File: config.mk
export PLATFORM = sky130hd
export DESIGN_NAME = fbpl_core
export DESIGN_NICKNAME = d
export VERILOG_FILES = /design/src/core/fbpl_pkg.sv /design/src/core/fbpl_core.sv
export SDC_FILE = /design/constraint.sdc
export NUM_CORES = 1
export LEC_CHECK = 0
export BUFFER_PORTS_ARGS = -buffer_cell sky130_fd_sc_hd__buf_4
export CAP_MARGIN = 20
export CORE_MARGIN = 4
export CORE_UTILIZATION = 45
export CTS_BUF_LIST = sky130_fd_sc_hd__clkbuf_8
export CTS_CLUSTER_DIAMETER = 120
export DETAILED_ROUTE_END_ITERATION = 6
export PLACE_DENSITY = 0.74
export SLEW_MARGIN = 20
export SYNTH_ARGS = -nofsm -noshare
export SYNTH_HDL_FRONTEND = slang
export SYNTH_SLANG_ARGS = --single-unit
File: constraint.sdc
create_clock -name mclk -period 8.8 [get_ports mclk]
set_input_delay 1.76 -clock mclk [delete_from_list [all_inputs] [get_ports mclk]]
set_output_delay 1.76 -clock mclk [all_outputs]
set_load 0.02 [all_outputs]
File: src/core/fbpl_pkg.sv
// Constants, types and state layout of the block protection logic
// Function
// - One persistent guard bit per group
// - Erase all guard bits; host preprograms first
// - Freeze flag set makes guard bits fixed
// - Persistent scheme: reset clears, no command clears
// - Volatile guard per block, zero after reset
// - Protected is OR of both guards
// - Volatile write sets or clears, unlimited
// - Guard bits persist; erase rated 100 cycles
// - Freeze rejects guard program and erase
// - Low pin locks four outer boot blocks
// - Protected program: poll 1us, no change
// - Protected erase: poll 50us, no change
// - Verify returns volatile, persistent, freeze
// - Persistent fuse blocks password fuse
// - Password scheme: reset forces freeze locked
// - Password match clears freeze, else nothing
// - Each password check waits 2us
// - Password fuse hides and fixes password
// - Unlock ignored in persistent scheme
// - Freeze set command sets freeze flag
package fbpl_pkg;

   // Clock and timing
   localparam int CLK_MHZ       = 10;
   localparam int POLL_PROG_US  = 1;
   localparam int POLL_ERASE_US = 50;
   localparam int PW_CHECK_US   = 2;
   localparam int CNT_W         = 9;
   localparam logic [CNT_W-1:0] PROG_CNT =
      CNT_W'(POLL_PROG_US * CLK_MHZ - 1);
   localparam logic [CNT_W-1:0] ERASE_CNT =
      CNT_W'(POLL_ERASE_US * CLK_MHZ - 1);
   localparam logic [CNT_W-1:0] PW_CNT =
      CNT_W'(PW_CHECK_US * CLK_MHZ - 1);

   // Array geometry
   localparam int NUM_BLOCKS = 78;
   localparam int NV_GROUPS  = 36;
   localparam int PW_W       = 64;
   localparam logic [6:0] WEAR_LIMIT = 7'h64;

   // Register offsets
   localparam logic [7:0] REG_CMD    = 8'h00;
   localparam logic [7:0] REG_TARGET = 8'h04;
   localparam logic [7:0] REG_DATA   = 8'h08;
   localparam logic [7:0] REG_VERIFY = 8'h0C;
   localparam logic [7:0] REG_PWRD   = 8'h10;
   localparam logic [7:0] REG_WEAR   = 8'h14;

   // Status field positions (read at REG_CMD)
   localparam int ST_BUSY  = 0;
   localparam int ST_DONE  = 1;
   localparam int ST_REF   = 2;
   localparam int ST_FRZ   = 3;
   localparam int ST_FPER  = 4;
   localparam int ST_FPW   = 5;
   localparam int ST_WEAR  = 6;
   localparam int ST_PIN   = 7;

   // Reset values
   localparam logic FREEZE_OPEN   = 1'b0;
   localparam logic FREEZE_LOCKED = 1'b1;

   // Command opcodes
   localparam logic [3:0] OP_PROG     = 4'h1;
   localparam logic [3:0] OP_ERASE    = 4'h2;
   localparam logic [3:0] OP_NV_SET   = 4'h3;
   localparam logic [3:0] OP_NV_ERASE = 4'h4;
   localparam logic [3:0] OP_VOL      = 4'h5;
   localparam logic [3:0] OP_FREEZE   = 4'h6;
   localparam logic [3:0] OP_FUSE_PER = 4'h7;
   localparam logic [3:0] OP_FUSE_PW  = 4'h8;
   localparam logic [3:0] OP_PW_LOAD  = 4'h9;
   localparam logic [3:0] OP_PW_READ  = 4'hA;
   localparam logic [3:0] OP_PW_CAND  = 4'hB;
   localparam logic [3:0] OP_UNLOCK   = 4'hC;
   localparam logic [3:0] OP_VERIFY   = 4'hD;

   // Engine states
   typedef enum logic [3:0] {
      S_IDLE  = 4'h1,
      S_POLL  = 4'h2,
      S_ARRAY = 4'h4,
      S_CHECK = 4'h8
   } fbpl_state_e;

   // Register bus request
   typedef struct packed {
      logic [7:0]  addr;
      logic [31:0] wdata;
      logic        wr;
      logic        rd;
   } fbpl_bus_s;

   // Request toward the array engine
   typedef struct packed {
      logic       req;
      logic       erase;
      logic [8:0] sector;
   } fbpl_arr_s;

   // Whole state of the core
   typedef struct packed {
      fbpl_state_e           st;
      logic [CNT_W-1:0]      cnt;
      logic [NV_GROUPS-1:0]  nv;
      logic [NUM_BLOCKS-1:0] vol;
      logic                  freeze;
      logic                  fuse_per;
      logic                  fuse_pw;
      logic [PW_W-1:0]       pw;
      logic [PW_W-1:0]       cand;
      logic [8:0]            target;
      logic [15:0]           data;
      logic                  refused;
      logic                  done;
      logic [2:0]            verify;
      logic [15:0]           pw_rd;
      logic [6:0]            wear;
      logic                  wp_meta;
      logic                  wp_sync;
      logic [31:0]           rd_data;
      fbpl_arr_s             arr;
   } fbpl_core_s;

endpackage : fbpl_pkg

File: src/core/fbpl_core.sv
// Block protection core: guard bits, freeze flag, password unlock
`timescale 1ns/1ns
module fbpl_core
   import fbpl_pkg::*;
(
   // Clock and resets
   input  wire logic      mclk,
   input  wire logic      rst,
   input  wire logic      nv_init,
   // Register port
   input  wire fbpl_bus_s bus,
   output      logic [31:0] rd_data,
   // Boot guard pin, active low
   input  wire logic      boot_guard_pin_n,
   // Array engine handshake
   output      fbpl_arr_s arr,
   input  wire logic      arr_done,
   // Engine busy
   output      logic      busy
);

   // Current and next state
   fbpl_core_s s;
   fbpl_core_s next_s;

   // Block index from sector address
   function automatic logic [6:0] blk_of(input logic [8:0] a);
      logic [6:0] b;
      b = 7'h00;
      if (a[8:3] == 6'h00) begin
         // Low boot blocks 0 to 7
         b = {4'h0, a[2:0]};
      end else if (a[8:3] == 6'h3F) begin
         // High boot blocks 70 to 77
         b = 7'h46 + {4'h0, a[2:0]};
      end else begin
         // Large blocks 8 to 69, one per sector group
         b = 7'h07 + {1'b0, a[8:3]};
      end
      return b;
   endfunction : blk_of

   // Guard group from sector address
   function automatic logic [5:0] grp_of(input logic [8:0] a);
      logic [5:0] g;
      g = 6'h00;
      if (a[8:3] == 6'h00) begin
         // Low boot blocks, one each
         g = {3'h0, a[2:0]};
      end else if (a[8:3] == 6'h3F) begin
         // High boot blocks, one each
         g = 6'h1C + {3'h0, a[2:0]};
      end else if (a[8:3] < 6'h04) begin
         // Lone large blocks at the low end
         g = 6'h07 + a[8:3];
      end else if (a[8:3] >= 6'h3C) begin
         // Lone large blocks at the high end
         g = a[8:3] - 6'h23;
      end else begin
         // Four large blocks share one bit
         g = 6'h0A + {2'h0, a[8:5]};
      end
      return g;
   endfunction : grp_of

   // Outer two boot blocks at each end
   function automatic logic is_outer(input logic [8:0] a);
      return (a[8:1] == 8'h00) || (a[8:1] == 8'hFF);
   endfunction : is_outer

   // Decoded target and its protection
   logic [6:0] tgt_blk;
   logic [5:0] tgt_grp;
   logic       tgt_prot;
   logic       pin_lock;
   logic       cmd_wr;
   logic [3:0] op;

   // Target decode
   always_comb begin
      tgt_blk  = blk_of(s.target);
      tgt_grp  = grp_of(s.target);
      pin_lock = ~s.wp_sync & is_outer(s.target);
      tgt_prot = s.nv[tgt_grp] | s.vol[tgt_blk] | pin_lock;
      // Command write and its opcode
      cmd_wr   = bus.wr && (bus.addr == REG_CMD);
      op       = bus.wdata[3:0];
   end

   // Next state
   always_comb begin
      next_s = s;
      // One-cycle request toward the array
      next_s.arr.req = 1'b0;
      // Pin synchroniser
      next_s.wp_meta = boot_guard_pin_n;
      // Only the second stage feeds logic
      next_s.wp_sync = s.wp_meta;

      // Operand registers
      // Taken in any state, even while busy
      if (bus.wr && (bus.addr == REG_TARGET)) begin
         next_s.target = bus.wdata[8:0];
      end
      if (bus.wr && (bus.addr == REG_DATA)) begin
         next_s.data = bus.wdata[15:0];
      end

      // Engine
      case (s.st)
         S_IDLE: begin
            if (cmd_wr) begin
               // New command clears last outcome
               next_s.done    = 1'b0;
               next_s.refused = 1'b0;
               case (op)
                  OP_PROG: begin
                     if (tgt_prot) begin
                        next_s.refused = 1'b1;
                        next_s.cnt     = PROG_CNT;
                        next_s.st      = S_POLL;
                     end else begin
                        // Open block goes to the array
                        next_s.arr.req    = 1'b1;
                        next_s.arr.erase  = 1'b0;
                        next_s.arr.sector = s.target;
                        next_s.st         = S_ARRAY;
                     end
                  end
                  OP_ERASE: begin
                     if (tgt_prot) begin
                        next_s.refused = 1'b1;
                        next_s.cnt     = ERASE_CNT;
                        next_s.st      = S_POLL;
                     end else begin
                        // Open block goes to the array
                        next_s.arr.req    = 1'b1;
                        next_s.arr.erase  = 1'b1;
                        next_s.arr.sector = s.target;
                        next_s.st         = S_ARRAY;
                     end
                  end
                  OP_NV_SET: begin
                     next_s.done = 1'b1;
                     if (s.freeze) begin
                        next_s.refused = 1'b1;
                     end else begin
                        next_s.nv[tgt_grp] = 1'b1;
                     end
                  end
                  OP_NV_ERASE: begin
                     next_s.done = 1'b1;
                     if (s.freeze) begin
                        next_s.refused = 1'b1;
                     end else begin
                        next_s.nv = '0;
                        if (s.wear < WEAR_LIMIT) begin
                           next_s.wear = s.wear + 7'h01;
                        end
                     end
                  end
                  OP_VOL: begin
                     next_s.vol[tgt_blk] = s.data[0];
                     next_s.done         = 1'b1;
                  end
                  OP_FREEZE: begin
                     next_s.freeze = 1'b1;
                     next_s.done   = 1'b1;
                  end
                  OP_FUSE_PER: begin
                     // Password fuse bars persistent fuse
                     next_s.done = 1'b1;
                     if (s.fuse_pw) begin
                        next_s.refused = 1'b1;
                     end else begin
                        next_s.fuse_per = 1'b1;
                     end
                  end
                  OP_FUSE_PW: begin
                     next_s.done = 1'b1;
                     if (s.fuse_per) begin
                        next_s.refused = 1'b1;
                     end else begin
                        next_s.fuse_pw = 1'b1;
                     end
                  end
                  OP_PW_LOAD: begin
                     next_s.done = 1'b1;
                     if (s.fuse_pw) begin
                        next_s.refused = 1'b1;
                     end else begin
                        next_s.pw[{s.data[1:0], 4'h0} +: 16] =
                           bus.wdata[31:16];
                     end
                  end
                  OP_PW_READ: begin
                     next_s.done = 1'b1;
                     if (s.fuse_pw) begin
                        next_s.refused = 1'b1;
                        next_s.pw_rd   = 16'h0000;
                     end else begin
                        next_s.pw_rd =
                           s.pw[{s.data[1:0], 4'h0} +: 16];
                     end
                  end
                  OP_PW_CAND: begin
                     // Candidate word for unlock
                     next_s.cand[{s.data[1:0], 4'h0} +: 16] =
                        bus.wdata[31:16];
                     next_s.done = 1'b1;
                  end
                  OP_UNLOCK: begin
                     if (!s.fuse_pw) begin
                        next_s.refused = 1'b1;
                        next_s.done    = 1'b1;
                     end else begin
                        next_s.cnt = PW_CNT;
                        next_s.st  = S_CHECK;
                     end
                  end
                  OP_VERIFY: begin
                     next_s.verify = {s.freeze, s.nv[tgt_grp],
                                      s.vol[tgt_blk]};
                     next_s.done   = 1'b1;
                  end
                  default: begin
                     // Unknown opcode refused
                     next_s.refused = 1'b1;
                     next_s.done    = 1'b1;
                  end
               endcase
            end
         end
         S_POLL: begin
            // Status polling, contents untouched
            if (s.cnt == '0) begin
               // Delay over, back to read mode
               next_s.done = 1'b1;
               next_s.st   = S_IDLE;
            end else begin
               // One cycle less to wait
               next_s.cnt = s.cnt - 1'b1;
            end
         end
         S_ARRAY: begin
            // Wait for the array to finish
            if (arr_done) begin
               next_s.done = 1'b1;
               next_s.st   = S_IDLE;
            end
         end
         S_CHECK: begin
            // Compare only once the delay has run out
            if (s.cnt == '0) begin
               next_s.done = 1'b1;
               next_s.st   = S_IDLE;
               if (s.cand == s.pw) begin
                  next_s.freeze = FREEZE_OPEN;
               end else begin
                  next_s.refused = 1'b1;
               end
            end else begin
               // Delay still running
               next_s.cnt = s.cnt - 1'b1;
            end
         end
         default: begin
            // Stray state code falls back to idle
            next_s.st = S_IDLE;
         end
      endcase

      // Registered read data, zero outside the answer cycle
      next_s.rd_data = 32'h0000_0000;
      if (bus.rd) begin
         case (bus.addr)
            REG_CMD: begin
               // Status flags
               next_s.rd_data[ST_BUSY] = (s.st != S_IDLE);
               next_s.rd_data[ST_DONE] = s.done;
               next_s.rd_data[ST_REF]  = s.refused;
               next_s.rd_data[ST_FRZ]  = s.freeze;
               next_s.rd_data[ST_FPER] = s.fuse_per;
               next_s.rd_data[ST_FPW]  = s.fuse_pw;
               next_s.rd_data[ST_WEAR] = (s.wear >= WEAR_LIMIT);
               next_s.rd_data[ST_PIN]  = s.wp_sync;
            end
            REG_TARGET: begin
               next_s.rd_data[8:0] = s.target;
            end
            REG_DATA: begin
               next_s.rd_data[15:0] = s.data;
            end
            REG_VERIFY: begin
               next_s.rd_data[2:0] = s.verify;
            end
            REG_PWRD: begin
               next_s.rd_data[15:0] = s.pw_rd;
            end
            REG_WEAR: begin
               next_s.rd_data[6:0] = s.wear;
            end
            default: begin
               // Unmapped reads return zero
               next_s.rd_data = 32'h0000_0000;
            end
         endcase
      end

      // Hardware reset: volatile state only
      if (rst) begin
         next_s.st      = S_IDLE;
         next_s.cnt     = '0;
         next_s.vol     = '0;
         next_s.freeze  = s.fuse_pw ? FREEZE_LOCKED : FREEZE_OPEN;
         next_s.cand    = '0;
         next_s.target  = 9'h000;
         next_s.data    = 16'h0000;
         next_s.refused = 1'b0;
         next_s.done    = 1'b0;
         next_s.verify  = 3'h0;
         next_s.pw_rd   = 16'h0000;
         next_s.rd_data = 32'h0000_0000;
         next_s.arr     = '0;
      end

      if (nv_init) begin
         // Wins over reset for the freeze flag
         next_s.nv       = '0;
         next_s.fuse_per = 1'b0;
         next_s.fuse_pw  = 1'b0;
         next_s.pw       = '0;
         next_s.wear     = 7'h00;
         next_s.freeze   = FREEZE_OPEN;
      end
   end

   // State register
   always_ff @(posedge mclk) begin
      // Reset is folded into next_s
      s <= next_s;
   end

   // Outputs
   assign rd_data = s.rd_data;
   assign arr     = s.arr;
   // Busy straight from the state flops
   assign busy    = (s.st != S_IDLE);

endmodule : fbpl_core

# --- Yosys cells after proc, flatten, opt, wreduce, memory -nomap -nowiden ---
# Cells that the tools add are included.
word_totals:
  out_inout_bits: 44
  in_bits: 47
  ff_bits: 356
classes:
  reduce_logical: 38
  n_lt_le_gt_ge: 8
  bitwise_logic: 11
  eq_ne: 45
  mux: 72
  shift: 3
  n_addsub: 9
ops:
  columns: ["cell", "n"]
  rows:
  - ["258-bit 2-to-1 mux", 1]
  - ["64-bit 2-to-1 mux", 3]
  - ["64-bit bitwise mux", 2]
  - ["78-bit bitwise mux", 1]
  - ["78-bit 2-to-1 mux", 1]
  - ["36-bit 2-to-1 mux", 2]
  - ["36-bit case mux with 2 select lines", 1]
  - ["64-bit equality test", 1]
  - ["16-bit by 8-bit variable shift with 64-bit output, first input constant", 1]
  - ["16-bit by 8-bit variable part select with 64-bit output", 1]
  - ["64-bit by 7-bit variable part select with 16-bit output", 1]
  - ["13-bit case mux with 3 select lines", 1]
  - ["36-bit bitwise OR", 1]
  - ["7-bit 2-to-1 mux", 5]
  - ["16-bit 2-to-1 mux", 2]
  - ["5-bit AND reduction", 6]
  - ["4-bit equality test, second input constant", 7]
  - ["28-bit 2-to-1 mux", 1]
  - ["9-bit 2-to-1 mux", 3]
  - ["6-bit 2-to-1 mux", 4]
  - ["11-bit 2-to-1 mux", 2]
  - ["11-bit case mux with 2 select lines", 1]
  - ["4-bit by 3-bit equality test with 1-bit output, second input constant", 5]
  - ["2-bit != test, second input constant", 10]
  - ["63 further kinds", 123]

# --- Logic depth before layout (Yosys ltp) ---
depth:
  depth_word: 15
  mapped_depth: 17
  mapped_depth_nobuf: 13

# --- Least setup slack after synthesis ---
# Ideal clock, no wire load.
synth_path:
  path_type: "input port to flip-flop"
  start: "input port bus[35] (netlist name)"
  end: "register with a tool-made name"
  cell_stages: 11
  path_slack_ps: 4395
  arrival_time_ps: 4334
  path_cell_list: "or4_1 nor3_1 nand3_1 nor2_1 nand2_1 nor3_1 and2_0 clkbuf_1 clkbuf_1 nand3_1 a21oi_1"
synth_rtl:
  columns: ["item", "line", "source"]
  rows:
  - ["start, declared", "fbpl_core.sv:11", "input wire fbpl_bus_s bus,"]

# --- Worst setup path in the final report ---
layout_path:
  start: "register s[95] (netlist name)"
  end: "register s (netlist bit arr[2])"
layout_between:
  elab_chain_len: 11
  elab_cells_between_ends: 27
  cone_classes: "add/sub (4); order compare (2); eq/ne (4); mux (10); bitwise (3); reduce/logical (4)"
layout_rtl:
  columns: ["item", "line", "source"]
  rows:
  - ["start, declared", "fbpl_core.sv:23", "fbpl_core_s s;"]
  - ["start signal, assigned", "fbpl_core.sv:341", "s <= next_s;"]
  - ["6-bit subtractor, or another cell as far along", "fbpl_core.sv:58", "g = a[8:3] - 6'h23;"]
  - ["6-bit 2-to-1 mux", "fbpl_core.sv:56", "end else if (a[8:3] >= 6'h3C) begin"]
  - ["6-bit 2-to-1 mux", "fbpl_core.sv:53", "end else if (a[8:3] < 6'h04) begin"]
  - ["6-bit 2-to-1 mux", "fbpl_core.sv:50", "end else if (a[8:3] == 6'h3F) begin"]
  - ["6-bit 2-to-1 mux", "fbpl_core.sv:47", "if (a[8:3] == 6'h00) begin"]
  - ["1-bit binary-select mux with 6-bit select", "fbpl_core.sv:84", "tgt_prot = s.nv[tgt_grp] | s.vol[tgt_blk] | pin_lock;"]
  - ["1-bit 2-to-1 mux (implied by the code)", "fbpl_core.sv:84", null]
  - ["1-bit bitwise OR", "fbpl_core.sv:84", null]
  - ["1-bit bitwise OR (*)", "fbpl_core.sv:84", null]
  - ["2-bit != test (no source line)", null, null]
  - ["5-bit AND reduction (no source line) (*)", null, null]
# Mark *: on every way between the ends. The rest lies on a longest branch, timed or not. The select of a mux whose other input is x is not followed.
# A chain may end at the register's enable or synchronous reset.

==> results.sh <==
export IMPL_arrival_ns=5.85
export IMPL_max_cap_violations=0
export IMPL_crit_type="reg2reg"
export IMPL_crit_family="compound AO/OA/AOI/OAI gates"
export IMPL_start_util=0.4586
export IMPL_cp_max_fo=21
export IMPL_cts_tree="yes"
export IMPL_clk_pin_slew_ns=0.06
export IMPL_wl_per_cell_um=20.34
export IMPL_status="finished, final reports clean"
export IMPL_avgSynthCellArea_um2=8.006
export IMPL_syn_area_mm2=0.01687
export IMPL_vdd_ir_drop_max_mv=0.1163
export IMPL_core_mm2=0.03679
export IMPL_postSynthCellCount=2107
export IMPL_fillCellCount=3508
export IMPL_hold_viol_final=0
export IMPL_synthTopCellsByArea="dfxtp_1 40%, a21oi_1 8.9%, nand3_1 7.1%, nand2_1 5.5%, nor2_1 4.0%"
export IMPL_synthFlopType="dfxtp_1"
export IMPL_cts_resized=0
export IMPL_setup_violations=0
export IMPL_syn_to_final_growth_pct=9.910
export IMPL_first_iter_violations=1794
export IMPL_vias=15930
export IMPL_final_common_cell="dfxtp_1"
export IMPL_grt_overflow=0
export IMPL_cp_cell_sequence="nor4_4 > a22oi_1 > buf_4 > mux2i_2 > nor2_2 > a22o_1 > a221o_1 > a211oi_2 > nand4_2 > nor4_4 > mux2i_1 > nor2_1"
export IMPL_yosysWarnings=0
export IMPL_firstDrtPassIters=7
export IMPL_ioPinCount=91
export IMPL_maxSlewHeadroom=0.2398
export IMPL_synthArstFlopShare=0
export IMPL_ys_types=81
export IMPL_clock_latency_ns=0.68
export IMPL_ys_seq_area_frac=0.4035
export IMPL_grt_pass1_vias=14932
export IMPL_worstMarginPinSlew_ns=1.118
export IMPL_clock_sinks=340
export IMPL_hold_slack_ns=0.3349
export IMPL_htree_levels=2
export IMPL_synth_top_area_frac=0.4035
export IMPL_crit_path_end_kind="register"
export IMPL_ys_ff_latch=340
export IMPL_drc_errors=0
export IMPL_die_x_um=201.6
export IMPL_skew_ns=0.04041
export IMPL_final_cell_mix="339 x dfxtp_1, 301 x a21oi_1, 246 x nand2_1"
export IMPL_crit_top_cell="nor4_4"
export IMPL_dieArea_mm2=0.04065
export IMPL_worstPathRequired_ns=9.29
export IMPL_root_buffer="clkbuf_8"
export IMPL_final_antenna_net_count=0
export IMPL_grt_max_degree=99
export IMPL_cellPowerDensity_mw_per_mm2=170.4
export IMPL_cpPeakStageDelay_ns=0.93
export IMPL_r2r_cells=12
export IMPL_rows=70
export IMPL_dieHeight_um=201.6
export IMPL_post_cts_buffers=0
export IMPL_drt_wl_total_mm=52.61
export IMPL_nets=2134
export IMPL_viasPerCell=6.158
export IMPL_numCtsBuffers=57
export IMPL_max_freq_ghz=0.1864
export IMPL_gp_congestion=0.9752
export IMPL_drive_above_1_share=0.1131
export IMPL_cts_hold_buf=0
export IMPL_place_port_buffers=74
export IMPL_period_needed_ns=5.364
export IMPL_grt_setup_unrepaired="no"
export IMPL_period_share=0.6096
export IMPL_cp_num_cells=12
export IMPL_antenna_found_initial=6
export IMPL_power_leakage_nw=6.788
export IMPL_grt_pass1_wl_mm=82.97
export IMPL_hold_depth=0
export IMPL_drv_slew=0
export IMPL_finalSetupTns_ns=0
export IMPL_synth_edff_count=0
export IMPL_critPathBufInv=1
export IMPL_start_kind="register"
export IMPL_grt_usage=0.2467
export IMPL_yosysTopAreaCell="dfxtp_1"
export IMPL_clockBufferDepth=3
export IMPL_cp_slowest_cell="mux2i_2"
export IMPL_dp_hpwl_mm=35.61
export IMPL_hold_path_class="reg2reg"
report_power, final:
part           switching, W  internal (W)  leakage (nW)
clock network      0.000687      0.000833         0.698
registers        0.00000114       0.00154          2.74
logic             0.0000733     0.0000249          3.35
total              0.000761       0.00240          6.79
synth_stat cells, types with 14 or more instances:
master / n
a22oi_1: 17
nor3_1: 26
mux2i_1: 57
nand2_1: 246
inv_1: 25
buf_2: 15
dfxtp_1: 340
a21oi_1: 301
nand2b_1: 21
buf_4: 44
a31oi_1: 14
nor2_1: 179
nand3_1: 240
clkbuf_1: 136
o21ai_0: 102
xor2_1: 68
nor4_1: 23
and3_1: 23
ha_1: 17
mux4_2: 24
stage by stage:
| step | instances | worst slack [ns] | util | total power [W] | cell area (um^2) |
|---|---|---|---|---|---|
| after floorplan | 2122 | 4.395 | - | 0.001638 | 16930 |
| after global placement | 2478 | 3.508 | 0.4692 | 0.001670 | 17260 |
| after detailed placement | 2478 | 3.355 | 0.4693 | 0.001670 | 17260 |
| after CTS | 2581 | 3.343 | 0.5033 | 0.003180 | 18510 |
| after global routing | 2587 | 3.101 | 0.5040 | 0.003261 | 18540 |
| final | 2587 | 3.436 | 0.5040 | 0.003159 | 18540 |
final timing paths:
kind	start	end	slack [ns]
worst max-delay path	s[95]$_SDFFE_PP0P_	arr[2]$_SDFFE_PP0P_	3.44
worst min-delay path	next_s[43]$_DFF_P_	s[43]$_DFF_P_	0.33
worst max register to register	s[95]$_SDFFE_PP0P_	arr[2]$_SDFFE_PP0P_	3.44
worst min register to register	next_s[43]$_DFF_P_	s[43]$_DFF_P_	0.33
cell families after synthesis:
kind of cell / after synthesis / share of synthesized area
AOI/OAI and AO/OA: 529 / 0.1833
xor gates and xnor gates: 72 / 0.03738
adders and majority gates: 17 / 0.01261
buffers and inverters: 230 / 0.06394
DFF: 340 / 0.4035
muxes: 86 / 0.06950
other: 1 / 0.0002223
and+or+nand+nor: 832 / 0.2296
final cells by class:
type | instances | area [um^2] | area share
multi-input cells | 1552 | 9086 | 0.4901
flip-flops and latches | 340 | 6810 | 0.3673
clock buffers | 75 | 1032 | 0.05568
repair buffers | 92 | 694.4 | 0.03745
well taps | 468 | 585.6 | 0.03158
clock inverters | 28 | 217.7 | 0.01174
inverters | 27 | 101.3 | 0.005466
diodes | 5 | 12.51 | 0.0006749
worst register-to-register path, delay by kind of cell (launching register included):
kind | cells | cell delay [ns]
flops | 1 | 0.87
buf+inv | 1 | 0.28
compound gates | 4 | 1.43
mux | 2 | 1.22
simple gates | 5 | 1.42
routing by layer:
metal	track usage	vias to the layer above	part of all wire	wire [um]
li1	-	7349	-	-
met1	0.3480	7474	0.41	21740
met2	0.3789	982	0.45	23840
met3	0.04287	123	0.10	5387
met4	0.09351	2	0.031	1626
met5	0	-	0.00025	13
Note: power is estimated with default switching activity, not from simulation.
